[src/verilog/fsl_pkg.sv]
package fsl_pkg;
    // clock and pattern times
    localparam int unsigned CLK_HZ = 20_000_000;
    localparam int unsigned MS_PER_S = 1000;
    localparam int unsigned MS_CYCLES = CLK_HZ / MS_PER_S;
    localparam int unsigned ON_LONG_MS = 200;
    localparam int unsigned OFF_LONG_MS = 1000;
    localparam int unsigned FLICK_MS = 50;
    localparam int unsigned ACT_MS = 50;
    // network states
    localparam logic [3:0] ST_INIT = 4'h1;
    localparam logic [3:0] ST_PREOP = 4'h2;
    localparam logic [3:0] ST_BOOT = 4'h3;
    localparam logic [3:0] ST_SAFEOP = 4'h4;
    localparam logic [3:0] ST_OP = 4'h8;
    localparam logic [7:0] CHG_ERR = 8'h01;
    // APB map
    localparam logic [11:0] OFF_CTRL = 12'h000;
    localparam logic [11:0] OFF_STAT = 12'h004;
    localparam logic [11:0] OFF_IRQ = 12'h008;
    localparam logic [11:0] OFF_MASK = 12'h00C;
    localparam logic [31:0] CTRL_RST = 32'h0000_0000;
    localparam logic [3:0] MASK_RST = 4'h0;
    localparam int unsigned CTRL_FORCE_OFF = 0;
    localparam int unsigned CTRL_LAMP_TEST = 1;
    localparam int unsigned IRQ_W = 4;
    // lamp patterns
    typedef enum logic [2:0] {
        FSL_OFF, FSL_ON, FSL_BLINK, FSL_FLICK, FSL_SFLASH, FSL_DFLASH
    } fsl_pat_t;
    // status inputs grouped
    typedef struct packed {
        logic link_ok;
        logic traffic;
        logic [3:0] net_state;
        logic booting;
        logic fw_download;
        logic pdi_wdog;
        logic app_wdog;
        logic cfg_err;
        logic local_change;
        logic [7:0] change_code;
    } fsl_stat_t;
endpackage

[src/verilog/fsl_led_driver.sv]
`timescale 1ns/10ps
// Notes on behaviour
// link lamp steady on with valid idle link, dark without link
// link lamp flickers while link valid and traffic passes
// green state lamp steady on in OPERATIONAL
// PRE-OPERATIONAL blinks green 200 ms on, 200 ms off
// SAFE-OPERATIONAL single flash green: 200 ms on, 1000 ms off
// green flickers 50/50 ms when booting, bootstrap or downloading
// green state lamp dark in INIT
// red steady on after process-data watchdog timeout
// red blinks 200/200 ms on configuration error
// red flickers 50/50 ms when INIT reached with change code 0x01
// red single flash on autonomous local state change with change code 0x01
// red double flash on application watchdog timeout
// one millisecond tick times all; pattern restarts lit on change
// one red pattern by fixed priority, watchdogs above config errors
module fsl_led_driver #(
    parameter int unsigned MS_CYCLES = fsl_pkg::MS_CYCLES
) (
    // clock and reset
    input wire logic pclk,
    input wire logic presetn,
    input wire logic clk_en,
    // status inputs
    input wire fsl_pkg::fsl_stat_t stat,
    // apb slave
    input wire logic psel,
    input wire logic penable,
    input wire logic pwrite,
    input wire logic [11:0] paddr,
    input wire logic [31:0] pwdata,
    output logic [31:0] prdata,
    output logic pready,
    output logic pslverr,
    // lamps and interrupt
    output logic link_traffic_lamp,
    output logic state_lamp,
    output logic error_lamp,
    output logic irq
);
    localparam int CW = $clog2(MS_CYCLES + 1);
    localparam logic [10:0] L_ON = 11'(fsl_pkg::ON_LONG_MS);
    localparam logic [10:0] L_OFF = 11'(fsl_pkg::OFF_LONG_MS);
    localparam logic [10:0] L_FL = 11'(fsl_pkg::FLICK_MS);
    localparam logic [10:0] L_ACT = 11'(fsl_pkg::ACT_MS);

    logic [CW-1:0] pre_reg;
    logic ms_tick;
    logic [31:0] ctrl_reg;
    logic [3:0] irq_reg;
    logic [3:0] mask_reg;
    logic [3:0] ev;
    logic [3:0] prev_reg;
    fsl_pkg::fsl_pat_t g_pat;
    fsl_pkg::fsl_pat_t r_pat;
    fsl_pkg::fsl_pat_t l_pat;
    fsl_pkg::fsl_pat_t pat_reg [3];
    logic [10:0] cnt_reg [3];
    logic [1:0] ph_reg [3];
    logic lit [3];
    logic wr;
    logic rd;

    // millisecond time base shared by all lamps
    always_ff @(posedge pclk or negedge presetn) begin
        if (!presetn) begin
            pre_reg <= '0;
        end else if (clk_en) begin
            if (pre_reg == CW'(MS_CYCLES - 1)) begin
                pre_reg <= '0;
            end else begin
                pre_reg <= pre_reg + CW'(1);
            end
        end
    end
    assign ms_tick = (pre_reg == CW'(MS_CYCLES - 1));

    // link lamp pattern select
    always_comb begin
        if (!stat.link_ok) begin
            l_pat = fsl_pkg::FSL_OFF;
        end else if (stat.traffic) begin
            l_pat = fsl_pkg::FSL_FLICK;
        end else begin
            l_pat = fsl_pkg::FSL_ON;
        end
    end

    // green state lamp pattern select
    always_comb begin
        if (stat.booting || stat.fw_download ||
                stat.net_state == fsl_pkg::ST_BOOT) begin
            g_pat = fsl_pkg::FSL_FLICK;
        end else begin
            case (stat.net_state)
                fsl_pkg::ST_OP: g_pat = fsl_pkg::FSL_ON;
                fsl_pkg::ST_PREOP: g_pat = fsl_pkg::FSL_BLINK;
                fsl_pkg::ST_SAFEOP: g_pat = fsl_pkg::FSL_SFLASH;
                fsl_pkg::ST_INIT: g_pat = fsl_pkg::FSL_OFF;
                default: g_pat = fsl_pkg::FSL_OFF;
            endcase
        end
    end

    // red lamp: one pattern by fixed priority
    always_comb begin
        if (stat.pdi_wdog) begin
            r_pat = fsl_pkg::FSL_ON;
        end else if (stat.app_wdog) begin
            r_pat = fsl_pkg::FSL_DFLASH;
        end else if (stat.net_state == fsl_pkg::ST_INIT &&
                stat.change_code == fsl_pkg::CHG_ERR) begin
            r_pat = fsl_pkg::FSL_FLICK;
        end else if (stat.local_change &&
                stat.change_code == fsl_pkg::CHG_ERR) begin
            r_pat = fsl_pkg::FSL_SFLASH;
        end else if (stat.cfg_err) begin
            r_pat = fsl_pkg::FSL_BLINK;
        end else begin
            r_pat = fsl_pkg::FSL_OFF;
        end
    end

    // per lamp pattern sequencer: 0 link, 1 green, 2 red
    for (genvar i = 0; i < 3; i++) begin : g_lamp
        fsl_pkg::fsl_pat_t sel;
        logic [10:0] len;
        logic [1:0] last;
        assign sel = (i == 0) ? l_pat : (i == 1) ? g_pat : r_pat;
        // phase length and last phase of the registered pattern
        always_comb begin
            len = L_ON;
            last = 2'h1;
            case (pat_reg[i])
                fsl_pkg::FSL_FLICK: len = (i == 0) ? L_ACT : L_FL;
                fsl_pkg::FSL_BLINK: len = L_ON;
                fsl_pkg::FSL_SFLASH: len = ph_reg[i][0] ? L_OFF : L_ON;
                fsl_pkg::FSL_DFLASH: begin
                    len = (ph_reg[i] == 2'h3) ? L_OFF : L_ON;
                    last = 2'h3;
                end
                default: len = L_ON;
            endcase
        end
        // even phases lit, odd phases dark; steady on and off ignore the phase
        always_comb begin
            case (pat_reg[i])
                fsl_pkg::FSL_ON: lit[i] = 1'b1;
                fsl_pkg::FSL_OFF: lit[i] = 1'b0;
                default: lit[i] = ~ph_reg[i][0];
            endcase
        end
        always_ff @(posedge pclk or negedge presetn) begin
            if (!presetn) begin
                pat_reg[i] <= fsl_pkg::FSL_OFF;
                cnt_reg[i] <= '0;
                ph_reg[i] <= '0;
            end else if (clk_en) begin
                if (sel != pat_reg[i]) begin
                    pat_reg[i] <= sel; // restart lit
                    cnt_reg[i] <= '0;
                    ph_reg[i] <= '0;
                end else if (ms_tick) begin
                    if (cnt_reg[i] == len - 11'h001) begin
                        cnt_reg[i] <= '0;
                        ph_reg[i] <= (ph_reg[i] == last) ? 2'h0 :
                            ph_reg[i] + 2'h1;
                    end else begin
                        cnt_reg[i] <= cnt_reg[i] + 11'h001;
                    end
                end
            end
        end
    end

    // lamp outputs, with software override
    always_ff @(posedge pclk or negedge presetn) begin
        if (!presetn) begin
            link_traffic_lamp <= 1'b0;
            state_lamp <= 1'b0;
            error_lamp <= 1'b0;
        end else if (clk_en) begin
            if (ctrl_reg[fsl_pkg::CTRL_LAMP_TEST]) begin
                link_traffic_lamp <= 1'b1;
                state_lamp <= 1'b1;
                error_lamp <= 1'b1;
            end else if (ctrl_reg[fsl_pkg::CTRL_FORCE_OFF]) begin
                link_traffic_lamp <= 1'b0;
                state_lamp <= 1'b0;
                error_lamp <= 1'b0;
            end else begin
                link_traffic_lamp <= lit[0];
                state_lamp <= lit[1];
                error_lamp <= lit[2];
            end
        end
    end

    // apb decode, zero wait
    assign wr = psel && penable && pwrite;
    assign rd = psel && penable && !pwrite;
    assign ev = {stat.app_wdog, stat.pdi_wdog, stat.cfg_err,
        stat.link_ok} & ~prev_reg;

    // control and mask registers
    always_ff @(posedge pclk or negedge presetn) begin
        if (!presetn) begin
            ctrl_reg <= fsl_pkg::CTRL_RST;
            mask_reg <= fsl_pkg::MASK_RST;
        end else if (clk_en && wr) begin
            if (paddr == fsl_pkg::OFF_CTRL) begin
                ctrl_reg <= pwdata;
            end
            if (paddr == fsl_pkg::OFF_MASK) begin
                mask_reg <= pwdata[3:0];
            end
        end
    end

    // sticky events, cleared by read, set wins
    always_ff @(posedge pclk or negedge presetn) begin
        if (!presetn) begin
            prev_reg <= '0;
            irq_reg <= '0;
            irq <= 1'b0;
        end else if (clk_en) begin
            prev_reg <= {stat.app_wdog, stat.pdi_wdog, stat.cfg_err,
                stat.link_ok};
            // clear only the bits already shown in the read data
            if (rd && paddr == fsl_pkg::OFF_IRQ) begin
                irq_reg <= (irq_reg & ~prdata[3:0]) | ev;
            end else begin
                irq_reg <= irq_reg | ev;
            end
            irq <= |(((rd && paddr == fsl_pkg::OFF_IRQ) ?
                ((irq_reg & ~prdata[3:0]) | ev) : (irq_reg | ev)) & mask_reg);
        end
    end

    // read data and answer
    always_ff @(posedge pclk or negedge presetn) begin
        if (!presetn) begin
            prdata <= '0;
            pready <= 1'b0;
            pslverr <= 1'b0;
        end else if (clk_en) begin
            pready <= psel && !penable;
            pslverr <= psel && !penable && paddr != fsl_pkg::OFF_CTRL &&
                paddr != fsl_pkg::OFF_STAT && paddr != fsl_pkg::OFF_IRQ &&
                paddr != fsl_pkg::OFF_MASK;
            case (paddr)
                fsl_pkg::OFF_CTRL: prdata <= ctrl_reg;
                fsl_pkg::OFF_STAT: prdata <= {25'h0000000, error_lamp,
                    state_lamp, link_traffic_lamp, stat.net_state};
                fsl_pkg::OFF_IRQ: prdata <= {28'h0000000, irq_reg};
                fsl_pkg::OFF_MASK: prdata <= {28'h0000000, mask_reg};
                default: prdata <= '0;
            endcase
        end
    end
endmodule // fsl_led_driver

[config.mk]
export PLATFORM = sky130hd
export DESIGN_NAME = fsl_led_driver
export DESIGN_NICKNAME = d
export VERILOG_FILES = /design/src/verilog/fsl_pkg.sv /design/src/verilog/fsl_led_driver.sv
export SDC_FILE = /design/constraint.sdc
export NUM_CORES = 1
export LEC_CHECK = 0
export BUFFER_PORTS_ARGS = -buffer_cell sky130_fd_sc_hd__clkbuf_2
export CORE_UTILIZATION = 57
export CTS_CLUSTER_DIAMETER = 60
export DETAILED_ROUTE_END_ITERATION = 10
export GPL_TIMING_DRIVEN = 1
export PLACE_DENSITY = 0.81
export SETUP_SLACK_MARGIN = 0.02
export SYNTH_ARGS = -nofsm -noshare
export SYNTH_HDL_FRONTEND = slang
export SYNTH_SLANG_ARGS = --single-unit
[constraint.sdc]
create_clock -name pclk -period 3.25 [get_ports pclk]
set_input_delay 0.1625 -clock pclk [delete_from_list [all_inputs] [get_ports pclk]]
set_output_delay 0.1625 -clock pclk [all_outputs]
set_load 0.01 [all_outputs]
==> run metrics, run 1 <==
Post-Syn Instances=666; async set-reset flop share out of synthesis=1.00; worst min path class=primary input to register; Overflow after GRT=0; die width=114 um; Pwr Total=~4700 uW; switch share=0.246; Post-synth EDFFs=0; fmax=389 MHz; Critical Path Sink Type=register; Max-Cap Viols=0; pre-CTS setup slack=724 ps; io pins=approximately 110; outcome=finished clean; initial core utilization=0.587; Routability Congestion=0.919; # nets final=882; Yosys reg bits=143; pwr/cell area=531 mW/mm^2; fin. max-slew vios=0; worst path bufs/invs=0; Pint=3520 uW; initial DRC count=557; worst-path cell chain=ha_1 > mux2_2 > a211o_1 > o31ai_2 > nand3_1 > or3_1 > o21ai_0; number of global-route vias before repair=6291; worst skew pair latency=430 ps; DPL Wire Length=between 10000 and 15000 um; Setup CP Type=register to register; Slew headroom=0.321; mapped cell area=0.00711 sq mm; HP Start=pwdata[9]; Clock power frac=0.472; RSZ-0062 raised after global routing=false; Max Buffers Root-to-Sink=2; setup slack after layout=slightly below 700 ps; Worst Path Required=about 3600 ps; Min Clock Period, post-route=between 2000 and 3000 ps; first-pass GRT wire length=31200 um; Mapped Nets=742; sw power=1150 uW; Slowest-stage cell, CP=o31ai_2; slowest stage delay, CP=480 ps; top_reg_cell synth=dfrtp_1; Via Count=approximately 6k; drt wl/cell=19.5 um; Hold Path Depth=2; Crit path depth=7; max reg flops=33; total CTS buffers=17; initial antenna violation count=0; cts repair resizes=0; Root Buffer=clkbuf_16; reg2reg start=ph_reg[0]$_DFFE_PN0P_; critical path fanouts, max=7; worst clock skew=8.87 ps; Finish-stage setup viols=0; Worst IR Drop VDD=0.396 mV; Port Buffer Count=107; drt via density=6.19; H-Tree Depth=4; measured slew at the worst slew-check pin=slightly above 1000 ps; Post-Route WL=about 19000 um; Setup TNS=0 ps; R2R cell count=7; Core Box Area=0.0121 sq mm; post-synthesis sequential area ratio=0.503; Antenna diodes=0; Largest delay share family, worst path=compound AO/OA/AOI/OAI gates; Combinational Power Share=0.105; Synth Warn #=0; Avg Cell Area, Syn=around 11 sq um; drt first pass iters=6; Antenna Nets Post-Route=0; Reg clk slew, reported paths=about 60 ps; DIE HEIGHT=114 um; sequential power share=0.422; Pleak=0.00409 uW; layout cells sized above 1=0.264; CTS tree=done; startpoint class of the critical path=register; DIE AREA=0.0129 sq mm; P&R area growth vs syn=23.7%; post-synth cell types=75; Worst Setup SP=ph_reg[0]$_DFFE_PN0P_; row cnt=40; clk sinks=143; global router's overall resource usage=0.316; pin count of the biggest net entering global routing=91; period utilisation layout=0.790; crit path DAT=2900 ps; Hold Vio Cnt, Final=0; # DRC=0
[synthesized netlist by cell type (all sizes together), types with 3 or more instances]
master / instances / area share
nand2b: 4 / 0.0035
or4: 9 / 0.0095
ha: 6 / 0.011
inv: 26 / 0.014
dfrtp: 143 / 0.50
and3: 17 / 0.015
nor2b: 5 / 0.0044
buf: 10 / 0.010
o31ai: 7 / 0.0095
or3: 6 / 0.0053
or4b: 4 / 0.0062
a21o: 4 / 0.0042
xor2: 6 / 0.0074
mux2i: 7 / 0.0099
nand3: 33 / 0.023
nor4: 8 / 0.011
a31oi: 5 / 0.0044
o22ai: 3 / 0.0026
nor4b: 4 / 0.0049
nor3: 15 / 0.012
nand3b: 7 / 0.0074
nor3b: 6 / 0.0070
mux4: 4 / 0.013
xnor2: 13 / 0.017
and2: 6 / 0.0053
a211oi: 3 / 0.0032
nor2: 54 / 0.028
and4: 4 / 0.0053
mux2: 41 / 0.065
or2: 4 / 0.0035
nand4: 10 / 0.0097
o311a: 3 / 0.0042
a32oi: 4 / 0.0049
nand2: 38 / 0.020
o2bb2ai: 4 / 0.0049
a22o: 28 / 0.034
o21ai: 45 / 0.032
a21oi: 25 / 0.018
clkbuf: 17 / 0.0090
[final timing paths]
kind	to	slack (ps)
min in group asynchronous	cnt_reg[6]$_DFFE_PN0P_	400
min	ctrl_reg[9]$_DFFE_PN0P_	9
min reg2reg	pre_reg[4]$_DFFE_PN0P_	500
max reg2reg	ph_reg[0]$_DFFE_PN0P_	680
max in group asynchronous	prev_reg[0]$_DFFE_PN0P_	2060
max	ph_reg[0]$_DFFE_PN0P_	680
[what timing repair did]
item / CTS / global route
hold buffers: 31 / 0
buffers inserted: 0 / 0
hold endpoints to repair: 123 / 0
[cell families (layout without fill, tap and decap cells)]
logic type,after synthesis,after routing,synth area share
simple gates,243,243,0.193
buf+inv,53,206,0.0331
mux,52,52,0.0880
flops,143,143,0.503
xor+xnor,19,19,0.0245
compound gates,150,150,0.148
fa+ha+maj,6,6,0.0106
[cell type report]
type | instances | area (sq um)
well taps | 168 | 210
clock buffers | 23 | 488
inverters | 26 | 97.6
fillers | 798 | 3310
flip-flops and latches | 143 | 3580
clock inverters | 9 | 179
repair buffers | 148 | 940
multi-input cells | 470 | 3310
[layout by cell type (no fill, tap or decap), types with 5 or more instances in the layout]
cell / synthesis / routed
dfrtp_1: 143 / 143
clkbuf_2: 0 / 106
nor2_1: 54 / 54
o21ai_0: 45 / 45
mux2_2: 41 / 41
nand2_1: 38 / 38
nand3_1: 33 / 33
dlygate4sd3_1: 0 / 31
a22o_1: 28 / 28
inv_1: 26 / 26
a21oi_1: 25 / 25
and3_1: 17 / 17
clkbuf_16: 0 / 17
nor3_1: 13 / 13
xnor2_1: 12 / 12
or4_1: 9 / 9
nand4_1: 9 / 9
buf_4: 3 / 9
mux2i_1: 7 / 7
nand3b_1: 7 / 7
xor2_1: 6 / 6
or3_1: 6 / 6
ha_1: 6 / 6
and2_1: 5 / 5
nor4_1: 5 / 5
a31oi_1: 5 / 5
nor2b_1: 5 / 5
nor3b_1: 5 / 5
bufinv_16: 0 / 5
[power groups by stage]
stage / Combinational (uW) / Sequential [uW] / Clock [uW]
CTS: 481 / 1970 / 2200
global placement: 427 / 1990 / 0
global route: 548 / 1990 / 2280
finish: 492 / 1970 / 2200
detailed placement: 441 / 2000 / 0
floorplan: 280 / 1970 / 0
[through the flow]
stage	hold WS, ps	instance area [sq um]	util	cells
floorplan	-133	7110	-	666
global placement	291	7820	0.646	924
detailed placement	300	7820	0.646	924
CTS	3.28	8800	0.726	987
global route	7.49	8800	0.726	987
finish	9.14	8800	0.726	987
[layer usage]
| layer | track usage | up-vias | wire length [um] |
|---|---|---|---|
| li1 | - | 2754 | - |
| met1 | 0.375 | 2999 | 7600 |
| met2 | 0.541 | 286 | 9780 |
| met3 | 0.0643 | 70 | 1160 |
| met4 | 0.170 | 0 | 738 |
| met5 | 0 | - | 0 |
(Power assumes the default switching activity.)
==> run 2: changes to the inputs <==
==> constraint.sdc (replaced) <==
create_clock -name pclk -period 2.55 [get_ports pclk]
set_input_delay 0.1275 -clock pclk [delete_from_list [all_inputs] [get_ports pclk]]
set_output_delay 0.1275 -clock pclk [all_outputs]
set_load 0.01 [all_outputs]
==> run 2 against run 1 <==
Clock power grew 16%. Hold slack better by 13 ps. Wire length grew 4.6%. Final area up 1.7%. Die area unchanged. Combinational power is 38% higher. Sequential share of layout area is 0.67 points lower. Sequential power is 27% higher. Total power up 23%. Critical path depth fell by 1. Critical path type unchanged. Largest power group unchanged.
==> run metrics, run 2 (synthesized netlist as in run 1, its figures left out) <==
Slowest-stage cell, CP=or4_1; Routability Congestion=0.888; max reg flops=33; Worst Setup SP=pre_reg[12]$_DFFE_PN0P_; initial DRC count=529; Post-Route WL=20100 um; global router's overall resource usage=0.333; GR peak layer=met2; most common cell after layout, fill and taps aside=dfrtp_1; Slew headroom=0.590; Max Buffers Root-to-Sink=2; worst path bufs/invs=0; Setup CP Type=register to register; worst skew pair latency=approximately 420 ps; Critical Path Sink Type=register; # nets final=906; Antenna diodes=0; layout cells sized above 1=0.276; Reg clk slew, reported paths=60 ps; H-Tree Depth=4; number of global-route vias before repair=~6.5k; Final Instance Count excl. Fillers=between 1k and 1.5k; Core Box Area=0.0121 sq mm; measured slew at the worst slew-check pin=614 ps; CTS tree=done; # DRC=0; Overflow after GRT=0; Setup Buffers After CTS=0; most frequent cells in the layout=dfrtp_1, clkbuf_2, nor2_1; Root Buffer=clkbuf_16; drt via density=6.15; pwr/cell area=about 640 mW/mm^2; critical path fanouts, max=5; met2 Resource Use GR=0.571; fmax=424 MHz; Cells after DPL=approximately 940; Pleak=0.00418 uW; RSZ-0062 raised after global routing=false; Worst Path Required=2880 ps; Finish-stage setup viols=0; met1 Usage GRT=0.387; worst-path cell chain=nor4b_1 > and4b_1 > and2_1 > o31ai_2 > or4_1 > a21oi_1; outcome=finished clean; period utilisation layout=0.925; worst min path class=primary input to register; initial core utilization=0.587; Worst IR Drop VDD=0.486 mV; Largest delay share family, worst path=simple AND/OR/NAND/NOR gates; fin. max-slew vios=0; Pwr Total=5750 uW; reg2reg start=pre_reg[12]$_DFFE_PN0P_; crit path DAT=2690 ps; first-pass GRT wire length=32800 um; row cnt=40; pin count of the biggest net entering global routing=65; clk sinks=143; fillers=770; io pins=between 100 and 150; Via Count=about 6.2k; Setup TNS=0 ps; total CTS buffers=17; Port Buffer Count=107; initial antenna violation count=0; drt first pass iters=5; worst clock skew=~10 ps; HP Start=stat[15]; Min Clock Period, post-route=around 2400 ps; Antenna Nets Post-Route=0; slowest stage delay, CP=530 ps; DPL Wire Length=between 10000 and 15000 um; met3 Usage GRT=0.0786; DIE HEIGHT=around 110 um; startpoint class of the critical path=register; die width=114 um; drt wl/cell=19.9 um; DIE AREA=0.0129 sq mm; P&R area growth vs syn=25.8%; Hold Vio Cnt, Final=0; Max-Cap Viols=0
-- run 2: area by class of cell --
cell class	count	area (sq um)	area share
Clock buffer	24	472	0.0527
Multi-Input combinational cell	470	3310	0.370
Clock inverter	8	130	0.0145
Timing Repair Buffer	172	1140	0.128
Tap cell	168	210	0.0235
Inverter	26	97.6	0.0109
Sequential cell	143	3580	0.400
-- run 2: power breakdown --
| part | total [uW] | internal [uW] | switching (uW) |
|---|---|---|---|
| clock | 2560 | 1600 | 960 |
| sequential | 2510 | 2380 | 134 |
| combinational | 681 | 300 | 381 |
-- run 2: stage by stage --
step | setup slack (ps) | area (sq um) | hold slack, ps | util
after floorplan | 235 | 7110 | -168 | -
after global placement | 259 | 7980 | 145 | 0.659
after detailed placement | 168 | 7980 | 142 | 0.659
after CTS | 202 | 8940 | 1.16 | 0.738
after global routing | 36.7 | 8950 | 19.6 | 0.739
final | 190 | 8950 | 22.5 | 0.739
-- run 2: final timing paths --
| check | to | slack, ps | cells after the start |
|---|---|---|---|
| min in group asynchronous | pat_reg[2]$_DFFE_PN0P_ | 260 | 2 |
| min | pat_reg[5]$_DFFE_PN0P_ | 20 | 2 |
| min reg2reg | pre_reg[4]$_DFFE_PN0P_ | 500 | 1 |
| max in group asynchronous | prdata[14]$_DFFE_PN0P_ | 1480 | 3 |
| max | cnt_reg[17]$_DFFE_PN0P_ | 190 | 6 |
| max reg2reg | cnt_reg[17]$_DFFE_PN0P_ | 190 | 6 |
-- run 2: what timing repair did --
item	in CTS	in global routing
gates resized for setup	0	1
endpoints found under the hold margin	100	0
hold buffers	36	0
endpoints found under the setup margin	0	1
-- run 2: metal layers --
metal | up-vias | routed length [um]
li1 | 2803 | -
met2 | 281 | 10200
met1 | 3069 | 7800
met5 | - | 0
met4 | 0 | 775
met3 | 60 | 1330
